--- config.mk ---
export PLATFORM = sky130hd
export DESIGN_NAME = incremental_display_word_interpreter
export DESIGN_NICKNAME = d
export VERILOG_FILES = /design/src/rtl/display_pkg.sv /design/src/rtl/incremental_display_word_interpreter.sv
export SDC_FILE = /design/constraint.sdc
export NUM_CORES = 1
export LEC_CHECK = 0
export BUFFER_PORTS_ARGS = -buffer_cell sky130_fd_sc_hd__buf_2
export CAP_MARGIN = 20
export CORE_MARGIN = 3
export CORE_UTILIZATION = 45
export DETAILED_ROUTE_END_ITERATION = 16
export GPL_ROUTABILITY_DRIVEN = 1
export PLACE_DENSITY = 0.65
export SKIP_LAST_GASP = 1
export SLEW_MARGIN = 20
export SYNTH_ARGS = -nofsm -noshare
export SYNTH_HDL_FRONTEND = slang
export SYNTH_SLANG_ARGS = --single-unit
--- constraint.sdc ---
create_clock -name ref_clk -period 5.18 [get_ports ref_clk]
set_input_delay 0.518 -clock ref_clk [delete_from_list [all_inputs] [get_ports ref_clk]]
set_output_delay 0.518 -clock ref_clk [all_outputs]
set_load 0.02 [all_outputs]
--- src/rtl/display_pkg.sv ---
// constants, types and encodings for the incremental display word interpreter
package display_pkg;
   localparam int WORD_W     = 36;
   localparam int HALF_W     = 18;
   localparam int POS_W      = 10;
   localparam int CLK_MHZ    = 200;
   // times in nanoseconds
   localparam int SETTLE_NS  = 30000;
   localparam int STEP_NS    = 1500;
   localparam int SETTLE_CYC = (SETTLE_NS * CLK_MHZ + 999) / 1000;
   localparam int STEP_CYC   = (STEP_NS * CLK_MHZ + 999) / 1000;
   // control word bit positions, bit 0 is the leftmost (msb) of a half word
   localparam int B_ESC      = 0;
   localparam int B_AXIS     = 1;
   localparam int B_MODE0    = 2;
   localparam int B_PEN_CHG  = 5;
   localparam int B_PEN      = 6;
   localparam int B_INT      = 7;
   localparam int B_STOP_IRQ = 8;
   localparam int B_POS0     = 8;
   localparam int B_SCL_CHG  = 11;
   localparam int B_SCL0     = 12;
   localparam int B_LVL_CHG  = 14;
   localparam int B_LVL0     = 15;
   localparam int B_STEP0    = 2;
   localparam int B_DX0      = 2;
   localparam int B_DY0      = 10;
   localparam int CHAR_W     = 6;
   localparam int CHARS      = 6;
   localparam logic [2:0] MODE_PARAM = 3'h0;
   localparam logic [2:0] MODE_POINT = 3'h1;
   localparam logic [2:0] MODE_INCR  = 3'h2;
   localparam logic [2:0] MODE_VEC   = 3'h3;
   localparam logic [2:0] MODE_VCONT = 3'h4;
   localparam logic [2:0] MODE_CHAR  = 3'h5;
   localparam logic [5:0] CH_ESC     = 6'h3f;
   localparam logic [5:0] CH_SPACE   = 6'h00;
   localparam logic [5:0] CH_CR      = 6'h3e;
   localparam logic [5:0] CH_UPPER   = 6'h3c;
   localparam logic [5:0] CH_LOWER   = 6'h3d;
   localparam logic [POS_W-1:0] CHAR_ADV = 10'h008;

   typedef struct packed {
      logic             done;
      logic             pen;
      logic             edge_hit;
      logic             stop;
   } flags_t;

   typedef struct packed {
      logic [POS_W-1:0] x;
      logic [POS_W-1:0] y;
      logic [2:0]       level;
      logic [1:0]       scale;
      logic             beam;
   } spot_t;
endpackage

--- src/rtl/incremental_display_word_interpreter.sv ---
// interprets host words into spot moves, plots and interrupt requests
`timescale 1ns/1ps
// Operation
// - done requests on data channel; pen, edge, stop on special channel
// - pen flag sets when pen enabled and a plotted spot is sensed
// - host writes control bit 29 to reinitialize after special interrupt
// - each 36-bit word splits in two halves, left processed first
// - x-y word bit 1 picks axis; bits 8-17 give position
// - mode bits 2-4 latched; data words use mode until escape
// - bit 5 set loads pen enable from bit 6
// - x-y intensify bit 7 plots one point, otherwise just moves
// - parameter bit 7 halts display, sets stop, inhibits data requests
// - parameter stop interrupts only when bit 8 of stopping word is one; edge stops always interrupt
// - scale bits 12-13 load only when bit 11 is one
// - intensity bits 15-17 load only when bit 14 is one
// - each new point waits 30 us settling before plotting and accepting
// - increment word gives four steps, 1.5 us each
// - all-zero step code neither moves nor plots
// - increment bit 1 zero moves without intensifying
// - escape bit 0 finishes word then returns to parameter mode
// - vector continue runs to screen edge, escapes, requests data
// - each plotted point advances position by two to the scale
// - edge sets flag and escapes; illegal edge also stops; new data clears
// - vector deltas are sign plus seven bits on 1024 grid, 1.5 us per point
// - character mode unpacks six 6-bit codes with shift, space, cr, escape
module incremental_display_word_interpreter
   import display_pkg::*;
#(
   parameter int          SETTLE_CYCLES = SETTLE_CYC,
   parameter logic [2:0]  M_PARAM       = MODE_PARAM,
   parameter logic [2:0]  M_POINT       = MODE_POINT,
   parameter logic [2:0]  M_INCR        = MODE_INCR,
   parameter logic [2:0]  M_VEC         = MODE_VEC,
   parameter logic [2:0]  M_VCONT       = MODE_VCONT,
   parameter logic [2:0]  M_CHAR        = MODE_CHAR
)
(
   input  wire logic              ref_clk,
   input  wire logic              srst,
   input  wire logic              clk_en,
   input  wire logic [WORD_W-1:0] host_data,
   input  wire logic              host_valid,
   input  wire logic              reinit,
   input  wire logic              flag_clear,
   input  wire logic              pen_sense,
   output logic                   data_request,
   output logic                   data_irq,
   output logic                   special_irq,
   output flags_t                 flags,
   output spot_t                  spot,
   output logic                   pen_enable,
   output logic                   upper_case,
   output logic [CHAR_W-1:0]      char_code,
   output logic                   char_strobe
);
   localparam int CW = $clog2((SETTLE_CYCLES > STEP_CYC ? SETTLE_CYCLES : STEP_CYC) + 1);

   typedef enum {ST_IDLE, ST_DECODE, ST_SETTLE, ST_INCR, ST_VEC, ST_CHAR, ST_NEXT, ST_HALT} state_t;
   state_t            state_reg;
   logic [WORD_W-1:0] word_reg;
   logic              half_reg;
   logic [2:0]        mode_reg;
   logic [CW-1:0]     timer_reg;
   logic [2:0]        sub_reg;
   logic              stop_irq_en_reg;
   logic              plot_pending_reg;
   logic              esc_reg;
   logic [6:0]        vx_left_reg;
   logic [6:0]        vy_left_reg;
   logic [7:0]        vec_span_reg;
   logic              pen_meta_reg;
   logic              pen_sync1_reg;
   logic              pen_sync2_reg;

   // bit n counted from the left of an 18-bit half
   function automatic logic hb(input logic [HALF_W-1:0] h, input int n);
      hb = h[HALF_W-1-n];
   endfunction
   function automatic logic [HALF_W-1:0] half_sel(input logic [WORD_W-1:0] w, input logic right);
      half_sel = right ? w[HALF_W-1:0] : w[WORD_W-1:HALF_W];
   endfunction
   function automatic logic [CW-1:0] step_time();
      step_time = CW'(STEP_CYC);
   endfunction

   logic [HALF_W-1:0] cur;
   logic [3:0]        step_code;
   logic [CHAR_W-1:0] cur_char;
   logic [POS_W-1:0]  inc;
   logic signed [POS_W+1:0] nx;
   logic signed [POS_W+1:0] ny;
   logic              dx_move;
   logic              dy_move;
   logic              dx_neg;
   logic              dy_neg;
   logic              step_off;
   logic              tick;

   always_comb
   begin
      cur       = half_sel(word_reg, half_reg);
      step_code = cur[HALF_W-1-B_STEP0-4*sub_reg[1:0] -: 4];
      cur_char  = word_reg[WORD_W-1-CHAR_W*sub_reg -: CHAR_W];
      inc       = POS_W'(1) << spot.scale;
      tick      = (timer_reg == '0);
      dx_move   = 1'b0;
      dy_move   = 1'b0;
      dx_neg    = 1'b0;
      dy_neg    = 1'b0;
      if (state_reg == ST_INCR)
      begin
         // code: bit0 x move, bit1 x sign, bit2 y move, bit3 y sign
         dx_move = step_code[3];
         dx_neg  = step_code[2];
         dy_move = step_code[1];
         dy_neg  = step_code[0];
      end
      else if (state_reg == ST_VEC)
      begin
         // steps for the largest delta, each axis until its own count runs out; continue mode runs on until the edge
         dx_move = (vx_left_reg != '0) || (mode_reg == M_VCONT && hb(cur, B_DX0+1) | (cur[HALF_W-1-B_DX0-1 -: 7] != '0));
         dy_move = (vy_left_reg != '0) || (mode_reg == M_VCONT && (cur[HALF_W-1-B_DY0-1 -: 7] != '0));
         dx_neg  = hb(cur, B_DX0);
         dy_neg  = hb(cur, B_DY0);
      end
      nx = $signed({2'b00, spot.x}) + (dx_move ? (dx_neg ? -$signed({2'b00, inc}) : $signed({2'b00, inc})) : '0);
      ny = $signed({2'b00, spot.y}) + (dy_move ? (dy_neg ? -$signed({2'b00, inc}) : $signed({2'b00, inc})) : '0);
      step_off = (nx < 0) || (nx > $signed(12'h3ff)) || (ny < 0) || (ny > $signed(12'h3ff));
   end

   // pen sense from the tube comes asynchronously
   always_ff @(posedge ref_clk)
   begin
      if (srst)
      begin
         pen_meta_reg  <= 1'b0;
         pen_sync1_reg <= 1'b0;
         pen_sync2_reg <= 1'b0;
      end
      else if (clk_en)
      begin
         pen_meta_reg  <= pen_sense;
         pen_sync1_reg <= pen_meta_reg;
         pen_sync2_reg <= pen_sync1_reg;
      end
   end

   always_ff @(posedge ref_clk)
   begin
      if (srst || (clk_en && reinit))
      begin
         state_reg        <= ST_IDLE;
         word_reg         <= '0;
         half_reg         <= 1'b0;
         mode_reg         <= M_PARAM;
         timer_reg        <= '0;
         sub_reg          <= '0;
         stop_irq_en_reg  <= 1'b0;
         plot_pending_reg <= 1'b0;
         esc_reg          <= 1'b0;
         vx_left_reg      <= '0;
         vy_left_reg      <= '0;
         vec_span_reg     <= '0;
         data_request     <= 1'b1;
         flags            <= '0;
         spot             <= '0;
         pen_enable       <= 1'b0;
         upper_case       <= 1'b0;
         char_code        <= '0;
         char_strobe      <= 1'b0;
      end
      else if (clk_en)
      begin
         char_strobe <= 1'b0;
         spot.beam   <= 1'b0;
         if (!tick)
            timer_reg <= timer_reg - CW'(1);
         if (flag_clear)
            flags <= '0;
         if (pen_enable && spot.beam && pen_sync2_reg && pen_sync1_reg)
            flags.pen <= 1'b1;
         case (state_reg)
            ST_IDLE:
               if (host_valid)
               begin
                  word_reg        <= host_data;
                  half_reg        <= 1'b0;
                  data_request    <= 1'b0;
                  flags.done      <= 1'b0;
                  flags.edge_hit  <= 1'b0;
                  sub_reg         <= '0;
                  state_reg       <= (mode_reg == M_CHAR) ? ST_CHAR : ST_DECODE;
               end
            ST_DECODE:
            begin
               sub_reg <= '0;
               esc_reg <= hb(cur, B_ESC);
               if (mode_reg == M_PARAM || mode_reg == M_POINT)
               begin
                  mode_reg <= cur[HALF_W-1-B_MODE0 -: 3];
                  if (hb(cur, B_PEN_CHG))
                     pen_enable <= hb(cur, B_PEN);
                  if (mode_reg == M_POINT)
                  begin
                     if (hb(cur, B_AXIS))
                        spot.y <= cur[POS_W-1:0];
                     else
                        spot.x <= cur[POS_W-1:0];
                     plot_pending_reg <= hb(cur, B_INT);
                     timer_reg        <= CW'(SETTLE_CYCLES);
                     state_reg        <= ST_SETTLE;
                  end
                  else
                  begin
                     if (hb(cur, B_SCL_CHG))
                        spot.scale <= cur[HALF_W-1-B_SCL0 -: 2];
                     if (hb(cur, B_LVL_CHG))
                        spot.level <= cur[HALF_W-1-B_LVL0 -: 3];
                     if (hb(cur, B_INT))
                     begin
                        flags.stop      <= 1'b1;
                        stop_irq_en_reg <= hb(cur, B_STOP_IRQ);
                        state_reg       <= ST_HALT;
                     end
                     else
                        state_reg <= ST_NEXT;
                  end
               end
               else if (mode_reg == M_INCR)
               begin
                  timer_reg <= step_time();
                  state_reg <= ST_INCR;
               end
               else
               begin
                  vx_left_reg  <= cur[HALF_W-1-B_DX0-1 -: 7];
                  vy_left_reg  <= cur[HALF_W-1-B_DY0-1 -: 7];
                  vec_span_reg <= {1'b0, (cur[HALF_W-1-B_DX0-1 -: 7] > cur[HALF_W-1-B_DY0-1 -: 7]) ?
                                  cur[HALF_W-1-B_DX0-1 -: 7] : cur[HALF_W-1-B_DY0-1 -: 7]};
                  timer_reg    <= step_time();
                  state_reg    <= ST_VEC;
               end
            end
            ST_SETTLE:
               if (tick)
               begin
                  spot.beam <= plot_pending_reg;
                  state_reg <= ST_NEXT;
               end
            ST_INCR:
               if (tick)
               begin
                  if (step_code != 4'h0)
                  begin
                     if (step_off)
                     begin
                        flags.edge_hit <= 1'b1;
                        flags.stop     <= 1'b1;
                        stop_irq_en_reg <= 1'b1;
                        mode_reg       <= M_PARAM;
                        state_reg      <= ST_HALT;
                     end
                     else
                     begin
                        spot.x    <= nx[POS_W-1:0];
                        spot.y    <= ny[POS_W-1:0];
                        spot.beam <= hb(cur, B_AXIS);
                     end
                  end
                  if (!step_off || step_code == 4'h0)
                  begin
                     sub_reg   <= sub_reg + 3'h1;
                     timer_reg <= step_time();
                     if (sub_reg == 3'h3)
                     begin
                        if (esc_reg)
                           mode_reg <= M_PARAM;
                        state_reg <= ST_NEXT;
                     end
                  end
               end
            ST_VEC:
               if (tick)
               begin
                  if (step_off || (vec_span_reg == '0 && mode_reg != M_VCONT))
                  begin
                     if (step_off)
                     begin
                        flags.edge_hit <= 1'b1;
                        if (mode_reg != M_VCONT)
                        begin
                           flags.stop      <= 1'b1;
                           stop_irq_en_reg <= 1'b1;
                           mode_reg        <= M_PARAM;
                           state_reg       <= ST_HALT;
                        end
                        else
                        begin
                           mode_reg  <= M_PARAM;
                           state_reg <= ST_NEXT;
                        end
                     end
                     else
                     begin
                        if (esc_reg)
                           mode_reg <= M_PARAM;
                        state_reg <= ST_NEXT;
                     end
                  end
                  else
                  begin
                     spot.x       <= nx[POS_W-1:0];
                     spot.y       <= ny[POS_W-1:0];
                     spot.beam    <= hb(cur, B_AXIS);
                     vec_span_reg <= vec_span_reg - 8'h01;
                     if (vx_left_reg != '0)
                        vx_left_reg <= vx_left_reg - 7'h01;
                     if (vy_left_reg != '0)
                        vy_left_reg <= vy_left_reg - 7'h01;
                     timer_reg    <= step_time();
                  end
               end
            ST_CHAR:
               if (tick)
               begin
                  timer_reg <= step_time();
                  sub_reg   <= sub_reg + 3'h1;
                  if (cur_char == CH_ESC)
                  begin
                     mode_reg  <= M_PARAM;
                     half_reg  <= 1'b1;
                     state_reg <= ST_NEXT;
                  end
                  else
                  begin
                     if (cur_char == CH_UPPER)
                        upper_case <= 1'b1;
                     else if (cur_char == CH_LOWER)
                        upper_case <= 1'b0;
                     else if (cur_char == CH_CR)
                        spot.x <= '0;
                     else
                     begin
                        spot.x      <= spot.x + (CHAR_ADV << spot.scale);
                        char_code   <= cur_char;
                        char_strobe <= (cur_char != CH_SPACE);
                     end
                     if (sub_reg == 3'(CHARS - 1))
                     begin
                        half_reg  <= 1'b1;
                        state_reg <= ST_NEXT;
                     end
                  end
               end
            ST_NEXT:
               if (!half_reg)
               begin
                  half_reg  <= 1'b1;
                  state_reg <= ST_DECODE;
               end
               else
               begin
                  flags.done   <= 1'b1;
                  data_request <= 1'b1;
                  state_reg    <= ST_IDLE;
               end
            ST_HALT:
               data_request <= 1'b0;
            default:
               state_reg <= ST_IDLE;
         endcase
      end
   end

   // two channels, stop interrupt gated by its enable
   always_ff @(posedge ref_clk)
   begin
      if (srst)
      begin
         data_irq    <= 1'b0;
         special_irq <= 1'b0;
      end
      else if (clk_en)
      begin
         data_irq    <= flags.done;
         special_irq <= flags.pen | flags.edge_hit | (flags.stop & stop_irq_en_reg);
      end
   end
endmodule

# Word level (Yosys, flattened, before mapping)
# Index checks and enable logic that the tools add are counted.
[op_classes]
addsub = 11
multipliers = 1
order_cmp = 5
n_eq_ne = 50
shifts = 4
n_mux = 150
bitwise_logic = 10
n_reduce_logical = 56
[ops]
columns = ["operator", "n"]
rows = [
  ["32-bit two-way mux", 14],
  ["32-bit case mux with 8 select lines", 1],
  ["32-bit by 3-bit == test with 1-bit output (second input constant)", 5],
  ["20-bit two-way mux", 6],
  ["13-bit two-way mux", 8],
  ["7-bit two-way mux", 11],
  ["10-bit two-way mux", 7],
  ["32-bit by 2-bit == test with 1-bit output (second input constant)", 2],
  ["3-bit two-way mux", 21],
  ["2-bit inequality test (second input constant)", 28],
  ["13-bit case mux with 4 select lines", 1],
  ["1-bit two-way mux", 48],
  ["12-bit two-way mux", 4],
  ["41-bit by 33-bit variable part select with 6-bit output", 1],
  ["10-bit case mux with 4 select lines", 1],
  ["21-bit by 33-bit variable part select with 4-bit output", 1],
  ["32-bit by 1-bit == test with 1-bit output (second input constant)", 1],
  ["32-bit by 4-bit == test with 1-bit output (second input constant)", 1],
  ["32-bit logical NOT", 1],
  ["8-bit two-way mux", 4],
  ["10-bit case mux with 3 select lines", 1],
  ["7-bit case mux with 2 select lines", 2],
  ["7-bit nonzero test", 4],
  ["25-bit two-way mux", 1],
  ["other kinds (52)", 113],
]
[word_totals]
regBits = 158
input_bits = 43

# Logic depth before layout (Yosys ltp)
[logic_depth]
ltp_word = 20
mapped_depth = 23
ltp_nobuf = 21

# Worst setup path after synthesis
# OpenSTA, ideal clock, no wires.
[synth_timing]
path_kind = "register to register"
start = "register state_reg[4]"
end = "register state_reg[29]"
setup_ns = 0.115
arrival_ns = 4.840
required_time_ns = 5.065
slack_ns = 0.225
stages_incl_launch_ff = 21
n_path_buf = 3
period_less_slack_ns = 4.955
path_cell_list = "dfxtp_1 or4_4 nor4_4 nand3_2 clkbuf_1 o21ai_0 mux2i_1 or2_2 fa_1 nor2b_1 o21ai_0 a21boi_0 o2111ai_1 and2_1 mux2i_2 nor2_2 a221oi_4 a21oi_1 buf_2 buf_2 and2_1"
[synth_via]
elab_chain_len = 16
[synth_rtl]
columns = ["element", "line_no", "source"]
rows = [
  ["start, declared", "incremental_display_word_interpreter.sv:59", "state_t state_reg;"],
  ["start signal, assigned", "incremental_display_word_interpreter.sv:192", "state_reg <= (mode_reg == M_CHAR) ? ST_CHAR : ST_DECODE;"],
  ["32-bit by 4-bit == test with 1-bit output", "incremental_display_word_interpreter.sv:118", "else if (state_reg == ST_VEC)"],
  ["1-bit two-way mux", "incremental_display_word_interpreter.sv:118", ""],
  ["1-bit two-way mux", "incremental_display_word_interpreter.sv:110", "if (state_reg == ST_INCR)"],
  ["12-bit two-way mux (2 in a row)", "incremental_display_word_interpreter.sv:126", "nx = $signed({2'b00, spot.x}) + (dx_move ? (dx_neg ? -$signed({2'b00, inc}) : $signed({2'b00, inc})) : '0);"],
  ["10-bit by 12-bit adder with 12-bit output", "incremental_display_word_interpreter.sv:126", ""],
  ["12-bit by 1-bit < comparator with 1-bit output / 12-bit by 11-bit greater-than comparator with 1-bit output (equally long branches)", "incremental_display_word_interpreter.sv:128", "step_off = (nx < 0) || (nx > $signed(12'h3ff)) || (ny < 0) || (ny > $signed(12'h3ff));"],
  ["1-bit logical OR (3 in a row)", "incremental_display_word_interpreter.sv:128", ""],
  ["32-bit two-way mux", "incremental_display_word_interpreter.sv:255", "if (step_off)"],
  ["32-bit two-way mux", "incremental_display_word_interpreter.sv:253", "if (step_code != 4'h0)"],
  ["32-bit two-way mux", "incremental_display_word_interpreter.sv:274", "if (sub_reg == 3'h3)"],
  ["32-bit two-way mux", "incremental_display_word_interpreter.sv:270", "if (!step_off || step_code == 4'h0)"],
  ["32-bit two-way mux", "incremental_display_word_interpreter.sv:251", "if (tick)"],
  ["32-bit case mux with 8 select lines", "incremental_display_word_interpreter.sv:182", "case (state_reg)"],
]
# Several ways; a longest one is shown, not always the timed one. The select of a mux whose other input is x is not followed.
# A chain may end at the register's enable or synchronous reset.

# Worst setup path in the final report
[layout_timing]
start = "register half_reg"
end = "register state_reg[5]"
[layout_via]
elab_chain_len = 19
[layout_rtl]
columns = ["element", "line_no", "source"]
rows = [
  ["start, declared", "incremental_display_word_interpreter.sv:61", "logic half_reg;"],
  ["start signal, assigned", "incremental_display_word_interpreter.sv:154", "half_reg <= 1'b0;"],
  ["start signal, assigned", "incremental_display_word_interpreter.sv:187", "half_reg <= 1'b0;"],
  ["start signal, assigned", "incremental_display_word_interpreter.sv:331", "half_reg <= 1'b1;"],
  ["18-bit two-way mux (*)", "incremental_display_word_interpreter.sv:80", "half_sel = right ? w[HALF_W-1:0] : w[WORD_W-1:HALF_W];"],
  ["parallel branches: the longest is 18 deep, another holds 10-bit by 12-bit adder with 12-bit output", "-", ""],
]
# Mark *: on every way between the ends. The select of a mux whose other input is x is not followed.

==> flow_metrics.tcl <==
set metrics [dict create \
    status "complete, no violations" \
    place_congestion 0.9359 \
    io_buffers 84 \
    slew-limit-headroom_pct 23.32 \
    tightest_slew_ns 1.146 \
    rsz0062_at_grt "yes" \
    cellPowerDensity_nw_per_um2 344.6 \
    ir_drop_mv 0.2456 \
    cts-root-buf "clkbuf_16" \
    holdBufCountCts 0 \
    synth_seq_cells 158 \
    syn_nets 1459 \
    dieArea_um2 25120 \
    drc 0 \
    coreArea_um2 22780 \
    drtPass1Iterations 6 \
    largest_reg_flops 36 \
    tritoncts.num_buffers 17 \
    synth_enable_flop_cells 0 \
    nNetsFinal 1569 \
    grt_usage_pct 27.09 \
    cts_tree "done" \
    maxSlewViolCount 0 \
    clock_latency_ns 0.44 \
    multi_input_area_um2 6954 \
    final_area_um2 12500 \
    max_stage_delay_ns 0.54 \
    netlist_instances 1369 \
    timing.fmax_mhz 199.4 \
    most-common-layout-cells "165 x nand2_1, 157 x dfxtp_1, 127 x nor2_1, 127 x a21oi_1" \
    synthToLayoutAreaGrowth_pct 19.44 \
    seqCellArea_um2 3164 \
    p_leak_nw 4.980 \
    grt_pass1_wl_um 54050 \
    clk_path_buf_depth 2 \
    vias 10870 \
    postSynth.asyncResetShare_pct 0 \
    critPathKind "flop to flop" \
    initial_core_util_pct 45.95 \
    critPathCaptureType "flop" \
    die_x_um 158.5 \
    layout_commonest_cell "nand2_1" \
    worst_hold_slack_ns 0.3130 \
    num_rows 55 \
    drtIter0Drc 1248 \
    crit_family "multiplexers" \
    required_ns 5.51 \
    hpwl_um 25130 \
    grt_pass1_vias 9996 \
    die_h_um 158.5 \
    synth_ff_type "dfxtp_1" \
    clock-sinks 158 \
    seq_area_frac_synth_pct 30.22 \
    path_max_fanout 28 \
    drive_gt1_share_pct 18.90 \
    fin_setup_tns_ns 0 \
    antenna_found_initial 0 \
    total_power_mw 4.308 \
    final.min_clock_period_ns 5.016 \
    drt-total-wl_um 34840 \
    critPathBufInv 2 \
    setup_viol 0 \
    synth_area_um2 10470 \
    htree_num_levels 4 \
    hold_viol 0 \
    maxCapViolations 0 \
    n_antenna_cell 0 \
    ios 85 \
    antenna_left 0 \
    final.period_utilization_pct 96.83 \
    hp-class "input pin to flop" \
    path_clk_slew_ns 0.07 \
    crit_chain "buf_12 -> mux2_2 -> mux4_2 -> nand2_1 -> o21ai_0 -> mux2i_1 -> or2_2 -> fa_1 -> nor2b_1 -> o21ai_0 -> a21boi_1 -> o2111ai_1 -> and2_1 -> mux2i_4 -> nor2_4 -> a221oi_4 -> a21oi_2 -> buf_6 -> and2_1" \
    avgViaCountPerCell 6.023 \
    crit_path_top_delay_cell "mux4_2" \
    syn_area_per_cell_um2 7.645 \
    yosysWarnings 0 \
    startpoint_type "flop" \
    grt_remaining_overflow 0 \
    finalClockSkew_ns 0.009325 \
    grt_max_degree 81 \
    dpl_cell_area_um2 11570 \
    critPathArrivalTime_ns 5.35 \
    post_drt_wl_per_cell_um 19.30 \
    fillers 2141 \
    yosysUniqueCellTypes 80 \
]
final timing paths:
check,from,to,slack [ns],cells past startpoint
max,half_reg,state_reg[5],0.16,19
min,host_data[9],word_reg[9],0.31,3
max reg2reg,half_reg,state_reg[5],0.16,19
min reg2reg,stop_irq_en_reg,stop_irq_en_reg,0.45,2
routing by layer:
metal	GRT usage, %	routed length (um)
met5	0	0
met2	41.75	15250
met3	5.599	2985
met4	9.340	1264
met1	37.80	15340
logic make-up after synthesis:
logic type	after synthesis	synth area share [%]
simple gates	545	25.30
compound gates	386	23.30
flops	158	30.22
buf+inv	139	5.260
mux	73	8.261
fa+ha+maj	47	5.906
xor+xnor	21	1.757
where the power goes:
part           total [mW]  switching [mW]  internal [mW]
combinational        1.59           0.991          0.600
sequential           1.40           0.102           1.30
clock                1.32           0.590          0.727
total                4.31            1.68           2.62
per-stage QoR:
stage,utilization [%],cells,setup WS [ns]
after floorplan,-,1369,0.2255
after global placement,50.78,1760,0.07785
after detailed placement,50.81,1760,0.004243
after CTS,53.51,1792,-0.06456
after global routing,54.88,1805,-0.06251
final,54.88,1805,0.1641
cell type report:
class / count / share of cell area, %
inverter: 53 / 1.591
clock inverter: 15 / 1.401
multi-input combinational: 1072 / 55.63
sequential: 158 / 25.31
tap: 313 / 3.133
clock buffer: 17 / 3.403
timing repair buffer: 177 / 9.529
worst min-delay path, cell delays in order:
cell	delay (ns)
buf_2	0.09
nand2_1	0.04
a21oi_1	0.05
cell usage after synthesis (5+ instances only):
library cell | instances | area (um^2)
o21a_1 | 9 | 67.56
mux2i_1 | 49 | 490.5
and2_1 | 35 | 219.0
nor4_1 | 18 | 112.6
and3_1 | 14 | 87.58
nor3_1 | 53 | 265.3
o2111ai_1 | 6 | 52.55
o21ai_1 | 5 | 25.02
clkbuf_1 | 68 | 255.2
mux4_2 | 9 | 202.7
xnor2_1 | 14 | 122.6
xor2_1 | 7 | 61.31
nor2b_1 | 17 | 106.4
nand3_1 | 28 | 140.1
nand2_1 | 165 | 619.3
nand3b_1 | 5 | 37.54
mux2_2 | 14 | 157.7
o221ai_1 | 6 | 52.55
o21ai_0 | 84 | 420.4
nand4_1 | 15 | 93.84
a211oi_1 | 32 | 240.2
or2_2 | 7 | 43.79
dfxtp_1 | 158 | 3163
a21oi_1 | 132 | 660.6
or4_1 | 8 | 60.06
ha_1 | 43 | 538.0
nand2b_1 | 16 | 100.1
nor2_1 | 130 | 488.0
a31oi_1 | 16 | 100.1
inv_1 | 50 | 187.7
buf_2 | 14 | 70.07
a21o_1 | 13 | 97.59
o32ai_1 | 5 | 43.79
or3_1 | 16 | 100.1
a32oi_1 | 9 | 78.83
o22ai_1 | 13 | 81.33
repair_timing:
item / 4_1_cts / 5_1_grt
buffers inserted: 0 / 10
gates resized for setup: 2 / 46
cloned: 0 / 3
pin swaps: 0 / 12
setup endpoints to repair: 42 / 96
No activity file was read; power rests on OpenSTA's default activity.
